==> src/rtl/txm_consts.svh <==
// Purpose: Offsets, fields, reset values and timing of the link mapper
// Assumes: 50 MHz mclk_i
// Notes: Included by both ends
`ifndef TXM_CONSTS_SVH
`define TXM_CONSTS_SVH
// Register offsets
`define TXM_OFS_MODE 12'h0200
`define TXM_OFS_DCM 12'h0201
`define TXM_OFS_RATE 12'h056E
`define TXM_OFS_PLL 12'h056F
`define TXM_OFS_QCFG 12'h0570
`define TXM_OFS_CTRL 12'h0571
// Field positions
`define TXM_MODE_Q_IGN 5
`define TXM_PLL_LOCK_BIT 7
`define TXM_PLL_MISMATCH_BIT 0
`define TXM_CTRL_PDN_BIT 0
// Reset values
`define TXM_RST_MODE 8'h00
`define TXM_RST_DCM 8'h01
`define TXM_RST_RATE 8'h00
`define TXM_RST_QCFG 8'h49
`define TXM_RST_CTRL 8'h00
// Lane-rate field codes and thresholds in half-Mbps units
`define TXM_RATE_HI 4'h3
`define TXM_RATE_MID 4'h0
`define TXM_RATE_LOW 4'h1
`define TXM_RATE_VLOW 4'h5
`define TXM_HMBPS_MIN 32'd3375
`define TXM_HMBPS_3G375 32'd6750
`define TXM_HMBPS_6G75 32'd13500
`define TXM_HMBPS_13G5 32'd27000
`define TXM_HMBPS_MAX 32'd30000
// Serializer PLL lock time
`define TXM_CLK_NS 20
`define TXM_PLL_LOCK_NS 1000
`define TXM_PLL_LOCK_CYC ((`TXM_PLL_LOCK_NS + `TXM_CLK_NS - 1) / `TXM_CLK_NS)
// Host poll limit before giving up on lock
`define TXM_POLL_MAX 8'hFF
`endif

==> src/rtl/txm_pkg.sv <==
// Purpose: Types and shared decoders of the link mapper
// Assumes: 16-bit sample words
// Notes: Numbers live in txm_consts.svh
package txm_pkg;
  typedef logic [3:0][15:0] txm_vc_t;
  typedef struct packed {
    logic ok;
    logic [1:0] l;
    logic [2:0] m;
    logic [3:0] f;
  } txm_lmf_t;
  typedef enum logic [3:0] {
    TXM_FULL_BW = 4'h0,
    TXM_ONE_DDC = 4'h1,
    TXM_TWO_DDC = 4'h2
  } txm_mode_t;

  // quick code table, 16-bit samples only
  function automatic txm_lmf_t txm_qcfg_decode(input logic [7:0] code);
    txm_lmf_t r;
    r = '0;
    unique case (code)
      8'h01: r = '{1'b1, 2'd1, 3'd1, 4'd2};
      8'h40: r = '{1'b1, 2'd2, 3'd1, 4'd1};
      8'h41: r = '{1'b1, 2'd2, 3'd1, 4'd2};
      8'h0A: r = '{1'b1, 2'd1, 3'd2, 4'd4};
      8'h49: r = '{1'b1, 2'd2, 3'd2, 4'd2};
      8'h13: r = '{1'b1, 2'd1, 3'd4, 4'd8};
      8'h52: r = '{1'b1, 2'd2, 3'd4, 4'd4};
      default: r = '0;
    endcase
    return r;
  endfunction
endpackage

==> src/rtl/txm_if.sv <==
// Purpose: Joins the transmit mapper and its configuring receiver
// Assumes: One clock for both ends
// Notes: Register port plus per-link virtual converter frames
`timescale 1ns/100ps
`default_nettype none
interface txm_if
  import txm_pkg::*;
();
  logic cfg_wr;
  logic cfg_rd;
  logic [11:0] cfg_addr;
  logic [7:0] cfg_wdata;
  logic [7:0] cfg_rdata;
  logic cfg_rvalid;
  txm_vc_t link_ab_vc;
  txm_vc_t link_cd_vc;
  logic frame_vld;
  logic [1:0] lane_cnt;
  logic [2:0] conv_cnt;
  logic [3:0] octet_cnt;
  modport dev (
    input cfg_wr, cfg_rd, cfg_addr, cfg_wdata,
    output cfg_rdata, cfg_rvalid, link_ab_vc, link_cd_vc, frame_vld,
    output lane_cnt, conv_cnt, octet_cnt
  );
  modport host (
    output cfg_wr, cfg_rd, cfg_addr, cfg_wdata,
    input cfg_rdata, cfg_rvalid, link_ab_vc, link_cd_vc, frame_vld,
    input lane_cnt, conv_cnt, octet_cnt
  );
endinterface
`default_nettype wire

==> src/rtl/txm_dev.sv <==
// Purpose: Transmit end: serializer PLL model, registers, converter mapping
// Assumes: Samples arrive on mclk_i; both links share one configuration
// Notes: Frames carry four 16-bit virtual converter words per link
`include "txm_consts.svh"
`timescale 1ns/100ps
`default_nettype none
module txm_dev
  import txm_pkg::*;
(
  // Clock and reset
  input wire logic mclk_i,
  input wire logic rst_b_i,
  // Link to the receiver side
  txm_if.dev lnk,
  // Physical converter samples
  input wire logic [15:0] adc_a_i,
  input wire logic [15:0] adc_b_i,
  input wire logic [15:0] adc_c_i,
  input wire logic [15:0] adc_d_i,
  // Downconverter outputs, 0-1 feed AB, 2-3 feed CD
  input wire logic [3:0][15:0] ddc_i_i,
  input wire logic [3:0][15:0] ddc_q_i,
  input wire logic sample_valid_i,
  // Status
  output logic pll_locked_o,
  output logic link_up_o
);

  ////////////////////////////////////////////////////////////////////
  // Types and helpers
  typedef enum logic [2:0] {
    PLL_DOWN = 3'b001,
    PLL_ACQ = 3'b010,
    PLL_LOCK = 3'b100
  } txm_pll_t;
  localparam int LOCK_CYC = `TXM_PLL_LOCK_CYC;
  // Virtual converters needed by mode; zero marks an illegal mode
  function automatic logic [2:0] vc_need(input logic [3:0] mode, input logic qign);
    unique case (mode)
      TXM_FULL_BW: return 3'd2;
      TXM_ONE_DDC: return qign ? 3'd1 : 3'd2;
      TXM_TWO_DDC: return qign ? 3'd2 : 3'd4;
      default: return 3'd0;
    endcase
  endfunction
  // Maps one link's streams onto virtual converters 0..3
  function automatic txm_vc_t vc_map(
    input logic [3:0] mode, input logic qign,
    input logic [15:0] cnv0, cnv1, d0i, d0q, d1i, d1q
  );
    txm_vc_t v;
    v = '0;
    if (mode == TXM_FULL_BW) begin
      v[0] = cnv0;
      v[1] = cnv1;
    end else if (mode == TXM_ONE_DDC) begin
      v[0] = d0i;
      v[1] = qign ? 16'h0000 : d0q;
    end else if (mode == TXM_TWO_DDC) begin
      v[0] = d0i;
      v[1] = qign ? d1i : d0q;
      v[2] = qign ? 16'h0000 : d1i;
      v[3] = qign ? 16'h0000 : d1q;
    end
    return v;
  endfunction

  ////////////////////////////////////////////////////////////////////
  // Registers
  logic [7:0] mode_r, mode_nxt;
  logic [7:0] dcm_r, dcm_nxt;
  logic [7:0] rate_r, rate_nxt;
  logic [7:0] qcfg_r, qcfg_nxt;
  logic [7:0] ctrl_r, ctrl_nxt;
  logic [7:0] rdata_r, rdata_nxt;
  logic rvalid_r, rvalid_nxt;
  logic reconf, rate_legal, mismatch;
  txm_lmf_t lmf;
  txm_pll_t pll_r, pll_nxt;
  logic [7:0] lock_cnt_r, lock_cnt_nxt;

  assign lmf = txm_qcfg_decode(qcfg_r);
  assign mismatch = !lmf.ok || (vc_need(mode_r[3:0], mode_r[`TXM_MODE_Q_IGN]) != lmf.m);
  assign rate_legal = (rate_r[7:4] == `TXM_RATE_HI) || (rate_r[7:4] == `TXM_RATE_MID) ||
                      (rate_r[7:4] == `TXM_RATE_LOW) || (rate_r[7:4] == `TXM_RATE_VLOW);
  // A write to rate or quick code retunes the serializer
  assign reconf = lnk.cfg_wr &&
                  ((lnk.cfg_addr == `TXM_OFS_RATE) || (lnk.cfg_addr == `TXM_OFS_QCFG));
  // Register writes and reads; status is not writable
  always_comb begin
    mode_nxt = mode_r;
    dcm_nxt = dcm_r;
    rate_nxt = rate_r;
    qcfg_nxt = qcfg_r;
    ctrl_nxt = ctrl_r;
    rdata_nxt = rdata_r;
    rvalid_nxt = lnk.cfg_rd;
    if (lnk.cfg_wr) begin
      unique case (lnk.cfg_addr)
        `TXM_OFS_MODE: mode_nxt = lnk.cfg_wdata;
        `TXM_OFS_DCM: dcm_nxt = lnk.cfg_wdata;
        `TXM_OFS_RATE: rate_nxt = lnk.cfg_wdata;
        `TXM_OFS_QCFG: qcfg_nxt = lnk.cfg_wdata;
        `TXM_OFS_CTRL: ctrl_nxt = lnk.cfg_wdata;
        default: ;
      endcase
    end
    if (lnk.cfg_rd) begin
      unique case (lnk.cfg_addr)
        `TXM_OFS_MODE: rdata_nxt = mode_r;
        `TXM_OFS_DCM: rdata_nxt = dcm_r;
        `TXM_OFS_RATE: rdata_nxt = rate_r;
        `TXM_OFS_PLL: rdata_nxt = (8'(pll_r == PLL_LOCK) << `TXM_PLL_LOCK_BIT) |
                                  (8'(mismatch) << `TXM_PLL_MISMATCH_BIT);
        `TXM_OFS_QCFG: rdata_nxt = qcfg_r;
        `TXM_OFS_CTRL: rdata_nxt = ctrl_r;
        default: rdata_nxt = 8'h00;
      endcase
    end
  end
  always_ff @(posedge mclk_i or negedge rst_b_i) begin
    if (!rst_b_i) begin
      mode_r <= `TXM_RST_MODE;
      dcm_r <= `TXM_RST_DCM;
      rate_r <= `TXM_RST_RATE;
      qcfg_r <= `TXM_RST_QCFG;
      ctrl_r <= `TXM_RST_CTRL;
      rdata_r <= 8'h00;
      rvalid_r <= 1'b0;
    end else begin
      mode_r <= mode_nxt;
      dcm_r <= dcm_nxt;
      rate_r <= rate_nxt;
      qcfg_r <= qcfg_nxt;
      ctrl_r <= ctrl_nxt;
      rdata_r <= rdata_nxt;
      rvalid_r <= rvalid_nxt;
    end
  end

  ////////////////////////////////////////////////////////////////////
  // Serializer PLL model
  // lock needs a legal rate band
  always_comb begin
    pll_nxt = pll_r;
    lock_cnt_nxt = lock_cnt_r;
    unique case (pll_r)
      PLL_DOWN: begin
        lock_cnt_nxt = 8'h00;
        if (!ctrl_r[`TXM_CTRL_PDN_BIT] && rate_legal) begin
          pll_nxt = PLL_ACQ;
        end
      end
      PLL_ACQ: begin
        lock_cnt_nxt = lock_cnt_r + 8'h01;
        if (lock_cnt_r == 8'(LOCK_CYC - 1)) begin
          pll_nxt = PLL_LOCK;
        end
      end
      PLL_LOCK: lock_cnt_nxt = 8'h00;
      default: pll_nxt = PLL_DOWN;
    endcase
    // Retune wins over progress so a stale lock never shows
    if (ctrl_r[`TXM_CTRL_PDN_BIT] || !rate_legal || reconf) begin
      pll_nxt = PLL_DOWN;
      lock_cnt_nxt = 8'h00;
    end
  end
  always_ff @(posedge mclk_i or negedge rst_b_i) begin
    if (!rst_b_i) begin
      pll_r <= PLL_DOWN;
      lock_cnt_r <= 8'h00;
    end else begin
      pll_r <= pll_nxt;
      lock_cnt_r <= lock_cnt_nxt;
    end
  end

  ////////////////////////////////////////////////////////////////////
  // Frame mapping for both links
  txm_vc_t ab_r, ab_nxt;
  txm_vc_t cd_r, cd_nxt;
  logic frame_r, frame_nxt, up_r, up_nxt, lock_r, lock_nxt;
  logic [1:0] l_r, l_nxt;
  logic [2:0] m_r, m_nxt;
  logic [3:0] f_r, f_nxt;
  always_comb begin
    lock_nxt = (pll_r == PLL_LOCK);
    up_nxt = lock_nxt && !mismatch;
    l_nxt = lmf.l;
    m_nxt = lmf.m;
    f_nxt = lmf.f;
    ab_nxt = ab_r;
    cd_nxt = cd_r;
    frame_nxt = 1'b0;
    if (up_r && sample_valid_i) begin
      ab_nxt = vc_map(mode_r[3:0], mode_r[`TXM_MODE_Q_IGN], adc_a_i, adc_b_i,
                      ddc_i_i[0], ddc_q_i[0], ddc_i_i[1], ddc_q_i[1]);
      cd_nxt = vc_map(mode_r[3:0], mode_r[`TXM_MODE_Q_IGN], adc_c_i, adc_d_i,
                      ddc_i_i[2], ddc_q_i[2], ddc_i_i[3], ddc_q_i[3]);
      frame_nxt = 1'b1;
    end
  end
  always_ff @(posedge mclk_i or negedge rst_b_i) begin
    if (!rst_b_i) begin
      ab_r <= '0;
      cd_r <= '0;
      frame_r <= 1'b0;
      up_r <= 1'b0;
      lock_r <= 1'b0;
      l_r <= 2'd0;
      m_r <= 3'd0;
      f_r <= 4'd0;
    end else begin
      ab_r <= ab_nxt;
      cd_r <= cd_nxt;
      frame_r <= frame_nxt;
      up_r <= up_nxt;
      lock_r <= lock_nxt;
      l_r <= l_nxt;
      m_r <= m_nxt;
      f_r <= f_nxt;
    end
  end
  // Outputs straight from flip-flops
  assign lnk.cfg_rdata = rdata_r;
  assign lnk.cfg_rvalid = rvalid_r;
  assign lnk.link_ab_vc = ab_r;
  assign lnk.link_cd_vc = cd_r;
  assign lnk.frame_vld = frame_r;
  assign lnk.lane_cnt = l_r;
  assign lnk.conv_cnt = m_r;
  assign lnk.octet_cnt = f_r;
  assign pll_locked_o = lock_r;
  assign link_up_o = up_r;

endmodule
`default_nettype wire

==> src/flat_wrapper.sv <==
// flat-port wrapper written by rule: the top's interface ports become plain ports
module txm_dev_flat import txm_pkg::*;
  (mclk_i, rst_b_i, adc_a_i, adc_b_i, adc_c_i, adc_d_i, ddc_i_i, ddc_q_i, sample_valid_i, pll_locked_o, link_up_o, lnk_cfg_wr, lnk_cfg_rd, lnk_cfg_addr, lnk_cfg_wdata, lnk_cfg_rdata, lnk_cfg_rvalid, lnk_link_ab_vc, lnk_link_cd_vc, lnk_frame_vld, lnk_lane_cnt, lnk_conv_cnt, lnk_octet_cnt);
  txm_if lnk_i ();
  input wire logic mclk_i;
  input wire logic rst_b_i;
  input wire logic [15:0] adc_a_i;
  input wire logic [15:0] adc_b_i;
  input wire logic [15:0] adc_c_i;
  input wire logic [15:0] adc_d_i;
  input wire logic [3:0][15:0] ddc_i_i;
  input wire logic [3:0][15:0] ddc_q_i;
  input wire logic sample_valid_i;
  output logic pll_locked_o;
  output logic link_up_o;
  input wire logic [$bits(lnk_i.cfg_wr)-1:0] lnk_cfg_wr;
  input wire logic [$bits(lnk_i.cfg_rd)-1:0] lnk_cfg_rd;
  input wire logic [$bits(lnk_i.cfg_addr)-1:0] lnk_cfg_addr;
  input wire logic [$bits(lnk_i.cfg_wdata)-1:0] lnk_cfg_wdata;
  output wire logic [$bits(lnk_i.cfg_rdata)-1:0] lnk_cfg_rdata;
  output wire logic [$bits(lnk_i.cfg_rvalid)-1:0] lnk_cfg_rvalid;
  output wire logic [$bits(lnk_i.link_ab_vc)-1:0] lnk_link_ab_vc;
  output wire logic [$bits(lnk_i.link_cd_vc)-1:0] lnk_link_cd_vc;
  output wire logic [$bits(lnk_i.frame_vld)-1:0] lnk_frame_vld;
  output wire logic [$bits(lnk_i.lane_cnt)-1:0] lnk_lane_cnt;
  output wire logic [$bits(lnk_i.conv_cnt)-1:0] lnk_conv_cnt;
  output wire logic [$bits(lnk_i.octet_cnt)-1:0] lnk_octet_cnt;
  assign lnk_i.cfg_wr = lnk_cfg_wr;
  assign lnk_i.cfg_rd = lnk_cfg_rd;
  assign lnk_i.cfg_addr = lnk_cfg_addr;
  assign lnk_i.cfg_wdata = lnk_cfg_wdata;
  assign lnk_cfg_rdata = lnk_i.cfg_rdata;
  assign lnk_cfg_rvalid = lnk_i.cfg_rvalid;
  assign lnk_link_ab_vc = lnk_i.link_ab_vc;
  assign lnk_link_cd_vc = lnk_i.link_cd_vc;
  assign lnk_frame_vld = lnk_i.frame_vld;
  assign lnk_lane_cnt = lnk_i.lane_cnt;
  assign lnk_conv_cnt = lnk_i.conv_cnt;
  assign lnk_octet_cnt = lnk_i.octet_cnt;
  txm_dev u_core (.mclk_i(mclk_i), .rst_b_i(rst_b_i), .lnk(lnk_i), .adc_a_i(adc_a_i), .adc_b_i(adc_b_i), .adc_c_i(adc_c_i), .adc_d_i(adc_d_i), .ddc_i_i(ddc_i_i), .ddc_q_i(ddc_q_i), .sample_valid_i(sample_valid_i), .pll_locked_o(pll_locked_o), .link_up_o(link_up_o));
endmodule
==> config.mk <==
export PLATFORM = sky130hd
export DESIGN_NAME = txm_dev_flat
export DESIGN_NICKNAME = d
export VERILOG_FILES = /design/src/rtl/txm_pkg.sv /design/src/rtl/txm_if.sv /design/src/rtl/txm_dev.sv /design/src/flat_wrapper.sv
export VERILOG_INCLUDE_DIRS = /design/src /design/src/rtl
export SDC_FILE = /design/constraint.sdc
export NUM_CORES = 1
export LEC_CHECK = 0
export ABC_AREA = 1
export BUFFER_PORTS_ARGS = -buffer_cell sky130_fd_sc_hd__buf_2
export CAP_MARGIN = 20
export CORE_MARGIN = 4
export CORE_UTILIZATION = 35
export DETAILED_ROUTE_END_ITERATION = 8
export PLACE_DENSITY = 0.63
export SLEW_MARGIN = 10
export SYNTH_ARGS = -nofsm -noshare
export SYNTH_HDL_FRONTEND = slang
export SYNTH_SLANG_ARGS = --single-unit
==> constraint.sdc <==
create_clock -name mclk_i -period 1.44 [get_ports mclk_i]
set_input_delay 0.432 -clock mclk_i [delete_from_list [all_inputs] [get_ports mclk_i]]
set_output_delay 0.432 -clock mclk_i [all_outputs]
set_load 0.01 [all_outputs]
==> impl_metrics.py <==
metrics = {
    "run_status": {
        "status": "finished with violations",
        "violations": "setup timing",
    },
    "global_route": {
        "grt_antenna_before_repair": 1,
        "grt_max_degree": 55,
        "grt_use_met1_pct": 28.8,
        "grt_pass1_vias": 9095,
        "gr-usage-met3_pct": 4.41,
        "grt.overflow.total": 0,
        "grtUsageMet2_pct": 38.8,
        "grt_pass1_wl_mm": 51.2,
        "grt_usage_pct": 22.6,
        "busiest_layer": "met2",
    },
    "critical_path": {
        "critPathMaxStageDelay_ps": 410,
        "worstPathArrival_ps": 1990,
        "cp-startpoint": "u_core.mode_r[3]",
        "crit_fanout": 15,
        "cp_slowest_cell": "dfrtp_1",
        "cp-end-kind": "flop",
        "cp-start-kind": "flop",
        "crit_required_ps": 1800,
        "cp_top_family": "simple AND/OR/NAND/NOR gates",
        "rr_startpoint": "u_core.mode_r[3]",
        "path_cells": "nor2_4 -> nand2_4 -> buf_4 -> nand2_4 -> inv_2 -> buf_12 -> a21oi_2 -> a21oi_2 -> o21ai_1",
        "critPathBufInv": 3,
        "criticalPathCategory": "flop to flop",
    },
    "clocking": {
        "clock_path_buffers": 2,
        "htree_num_levels": 4,
        "cts_tree": "built",
        "clock-root-buffer": "clkbuf_16",
        "cts.sinks": 200,
        "clk_latency_ps": 440,
        "cts_made_buffers": 17,
        "clkTransAtPathRegs_ps": 80,
    },
    "power_and_ir_drop": {
        "ir_drop_v": 0.000599,
        "power_per_cell_area_nw_per_um2": 814,
        "pwr-share-comb_pct": 7.3,
        "p_leak_nw": 7.37,
        "switchingPower_mw": 2.91,
        "p_int_mw": 8.43,
        "pwr-share-clk_pct": 43.0,
        "swShare_pct": 25.7,
        "p_seq_share_pct": 49.7,
        "power.total_mw": 11.3,
    },
    "timing": {
        "slew_violations": 0,
        "worst_pin_slew_ps": 383,
        "max_slew_margin_pct": 74.2,
        "skew_ps": 17.4,
        "grt_setup_unrepaired": "yes",
        "finalCritPeriodShare_pct": 113,
        "hold_viol_final": 0,
        "fin_crit_ps": 1630,
        "max_freq_mhz": 615,
        "setup-violations-final": 74,
        "fin_ws_ps": -187,
        "whs_ps": 175,
    },
    "placed_design": {
        "post-place-ws_ps": -456,
        "hpwl_mm": 25.8,
        "place_congestion": 0.903,
        "dp.cells": 1850,
        "numPortBuffers": 365,
    },
    "detailed_routing": {
        "dr_total_vias": 9624,
        "drc": 0,
        "drt-initial-drc-count": 789,
        "drtPass1Iterations": 5,
        "wl_per_cell_um": 18.1,
        "ant_nets": 0,
        "vias_per_cell": 4.98,
        "wirelength_mm": 34.9,
    },
    "layout": {
        "areaGrowthSynthToFinish_pct": 50.3,
        "diodes": 0,
        "drive_above_1_share_pct": 42.0,
        "finalNetCount": 1802,
        "fin_cells": 1931,
        "n_fill_cell": 2415,
        "multi_input_area_um2": 4140,
        "seq_area_um2": 5010,
    },
    "die": {
        "fp.dieH_um": 171,
        "initial_core_util_pct": 35.5,
        "dieArea_um2": 29100,
        "fp.dieW_um": 171,
        "core_um2": 26100,
        "num_io_pins": 366,
        "num_rows": 59,
    },
    "synth": {
        "ys_ff_latch": 200,
        "synth_area_um2": 9260,
        "yosysSeqAreaShare_pct": 54.1,
        "yosys.cell_types.count": 39,
        "synth_nets": 1328,
        "syn_inst": 1109,
        "synth_area_per_cell_um2": 8.35,
        "yosys_warnings": 0,
        "yosysTopAreaCell": "dfrtp_1",
        "synthDominantCellAreaShare_pct": 52.7,
        "ys_top_cells_by_area": "dfrtp_1, nand2_1, o21ai_0",
    },
    "flow_run": {
        "maxCapViolations": 0,
    },
    "worst_hold_path": {
        "holdCritStartpoint": "lnk_cfg_rd",
        "min_path_type": "input port to flop",
    },
}
==> layer usage <==
metal | share of wire (%) | vias up
met5 | 0.029 | -
met4 | 2.7 | 2
met3 | 6.9 | 58
met2 | 50 | 374
met1 | 41 | 4551
li1 | - | 4639
==> state kept, by name, summed over array words and instances (netlist names), 4 cells and up <==
register / flops
u_core.lnk.link_ab_vc: 64
u_core.lnk.link_cd_vc: 64
u_core.ctrl_r: 8
u_core.dcm_r: 8
u_core.lnk.cfg_rdata: 8
u_core.lock_cnt_r: 8
u_core.mode_r: 8
u_core.qcfg_r: 8
u_core.rate_r: 8
u_core.lnk.octet_cnt: 4
==> logic make-up (layout without fill, tap and decap cells) <==
| group | after synthesis | after routing | synth area share (%) |
|---|---|---|---|
| adder cells (fa/ha/maj) | 2 | 2 | 0.270 |
| multiplexers | 1 | 1 | 0.108 |
| AO/OA/AOI/OAI | 242 | 242 | 14.9 |
| XOR/XNOR | 4 | 4 | 0.378 |
| flip-flops | 200 | 200 | 54.1 |
| AND/OR/NAND/NOR | 526 | 526 | 24.4 |
| buffers and inverters | 134 | 621 | 5.86 |
==> placed cells by master (no fill, tap or decap), types with 5 or more instances in the layout <==
master and count:
a21oi_1 18, a21oi_2 16, a22oi_1 27, a22oi_2 5
a41oi_1 12, buf_12 16, buf_2 335, buf_4 118
buf_6 38, clkbuf_16 18, dfrtp_1 195, dfstp_2 5
inv_1 55, inv_2 15, inv_8 6, nand2_1 316
nand2_2 15, nand2_4 18, nand3_1 82, nand3_2 6
nand4_1 10, nor2_1 47, nor2_2 10, nor2_4 13
o21ai_0 62, o21ai_1 77, o21ai_2 5, o22ai_1 5
==> path summary, 6_finish.rpt <==
check / end / slack, ps / depth (start not counted)
worst max-delay path: u_core.lnk.link_ab_vc[30] / -190 / 9
worst min-delay path: u_core.lnk.cfg_rvalid / 170 / 1
worst max register to register: u_core.lnk.link_ab_vc[30] / -190 / 9
worst min register to register: u_core.lnk.link_cd_vc[40] / 480 / 2
max in group asynchronous: u_core.qcfg_r[6] / 410 / 3
min in group asynchronous: u_core.lnk.link_cd_vc[26] / 450 / 2
==> timing repair <==
item                                   in CTS  in global routing
hold buffers                                1                  0
pin swaps                                  19                 34
cloned                                      3                  1
endpoints found under the hold margin      19                  0
setup buffers                              12                 33
gates resized for setup                    89                133
setup endpoints to repair                  95                228
==> power groups by stage <==
stage | Sequential [mW] | Clock, mW | Combinational (mW)
after floorplan | 5.74 | 0 | 0.168
after global placement | 5.74 | 0 | 0.761
after detailed placement | 5.74 | 0 | 0.765
after CTS | 5.63 | 5.02 | 0.799
after global routing | 5.63 | 5.25 | 0.902
final | 5.63 | 4.87 | 0.830
==> synth_stat cells (all sizes together) <==
cell type and count:
o21a 1, nor3 4, nand4 10, nor2 71, a22oi 32, buf 26
a41oi 12, nor4 3, dfstp 5, ha 2, o21ai 144, a221oi 3
xor2 3, mux2i 1, dfrtp 195, nand2 349, o41ai 2, xnor2 1
nand3 89, a21oi 37, a211oi 1, o211ai 3, clkbuf 32, o22ai 6
o31ai 1, inv 76
==> per-stage QoR <==
stage	area [um2]	util (%)	setup TNS, ps
after floorplan	9310	-	-2720
final	13900	53.4	-6690
after CTS	13300	50.9	-4780
after global placement	12200	46.9	-22300
after detailed placement	12200	46.9	-25590
after global routing	13900	53.4	-14650
==> final cells by class <==
type / count / area share [%]
clock inverters: 13 / 1.02
inverters: 76 / 2.28
well taps: 335 / 3.01
repair buffers: 513 / 24.7
clock buffers: 19 / 3.25
flip-flops and latches: 200 / 36.0
multi-input cells: 775 / 29.8
No activity file was read; power rests on OpenSTA's default activity.
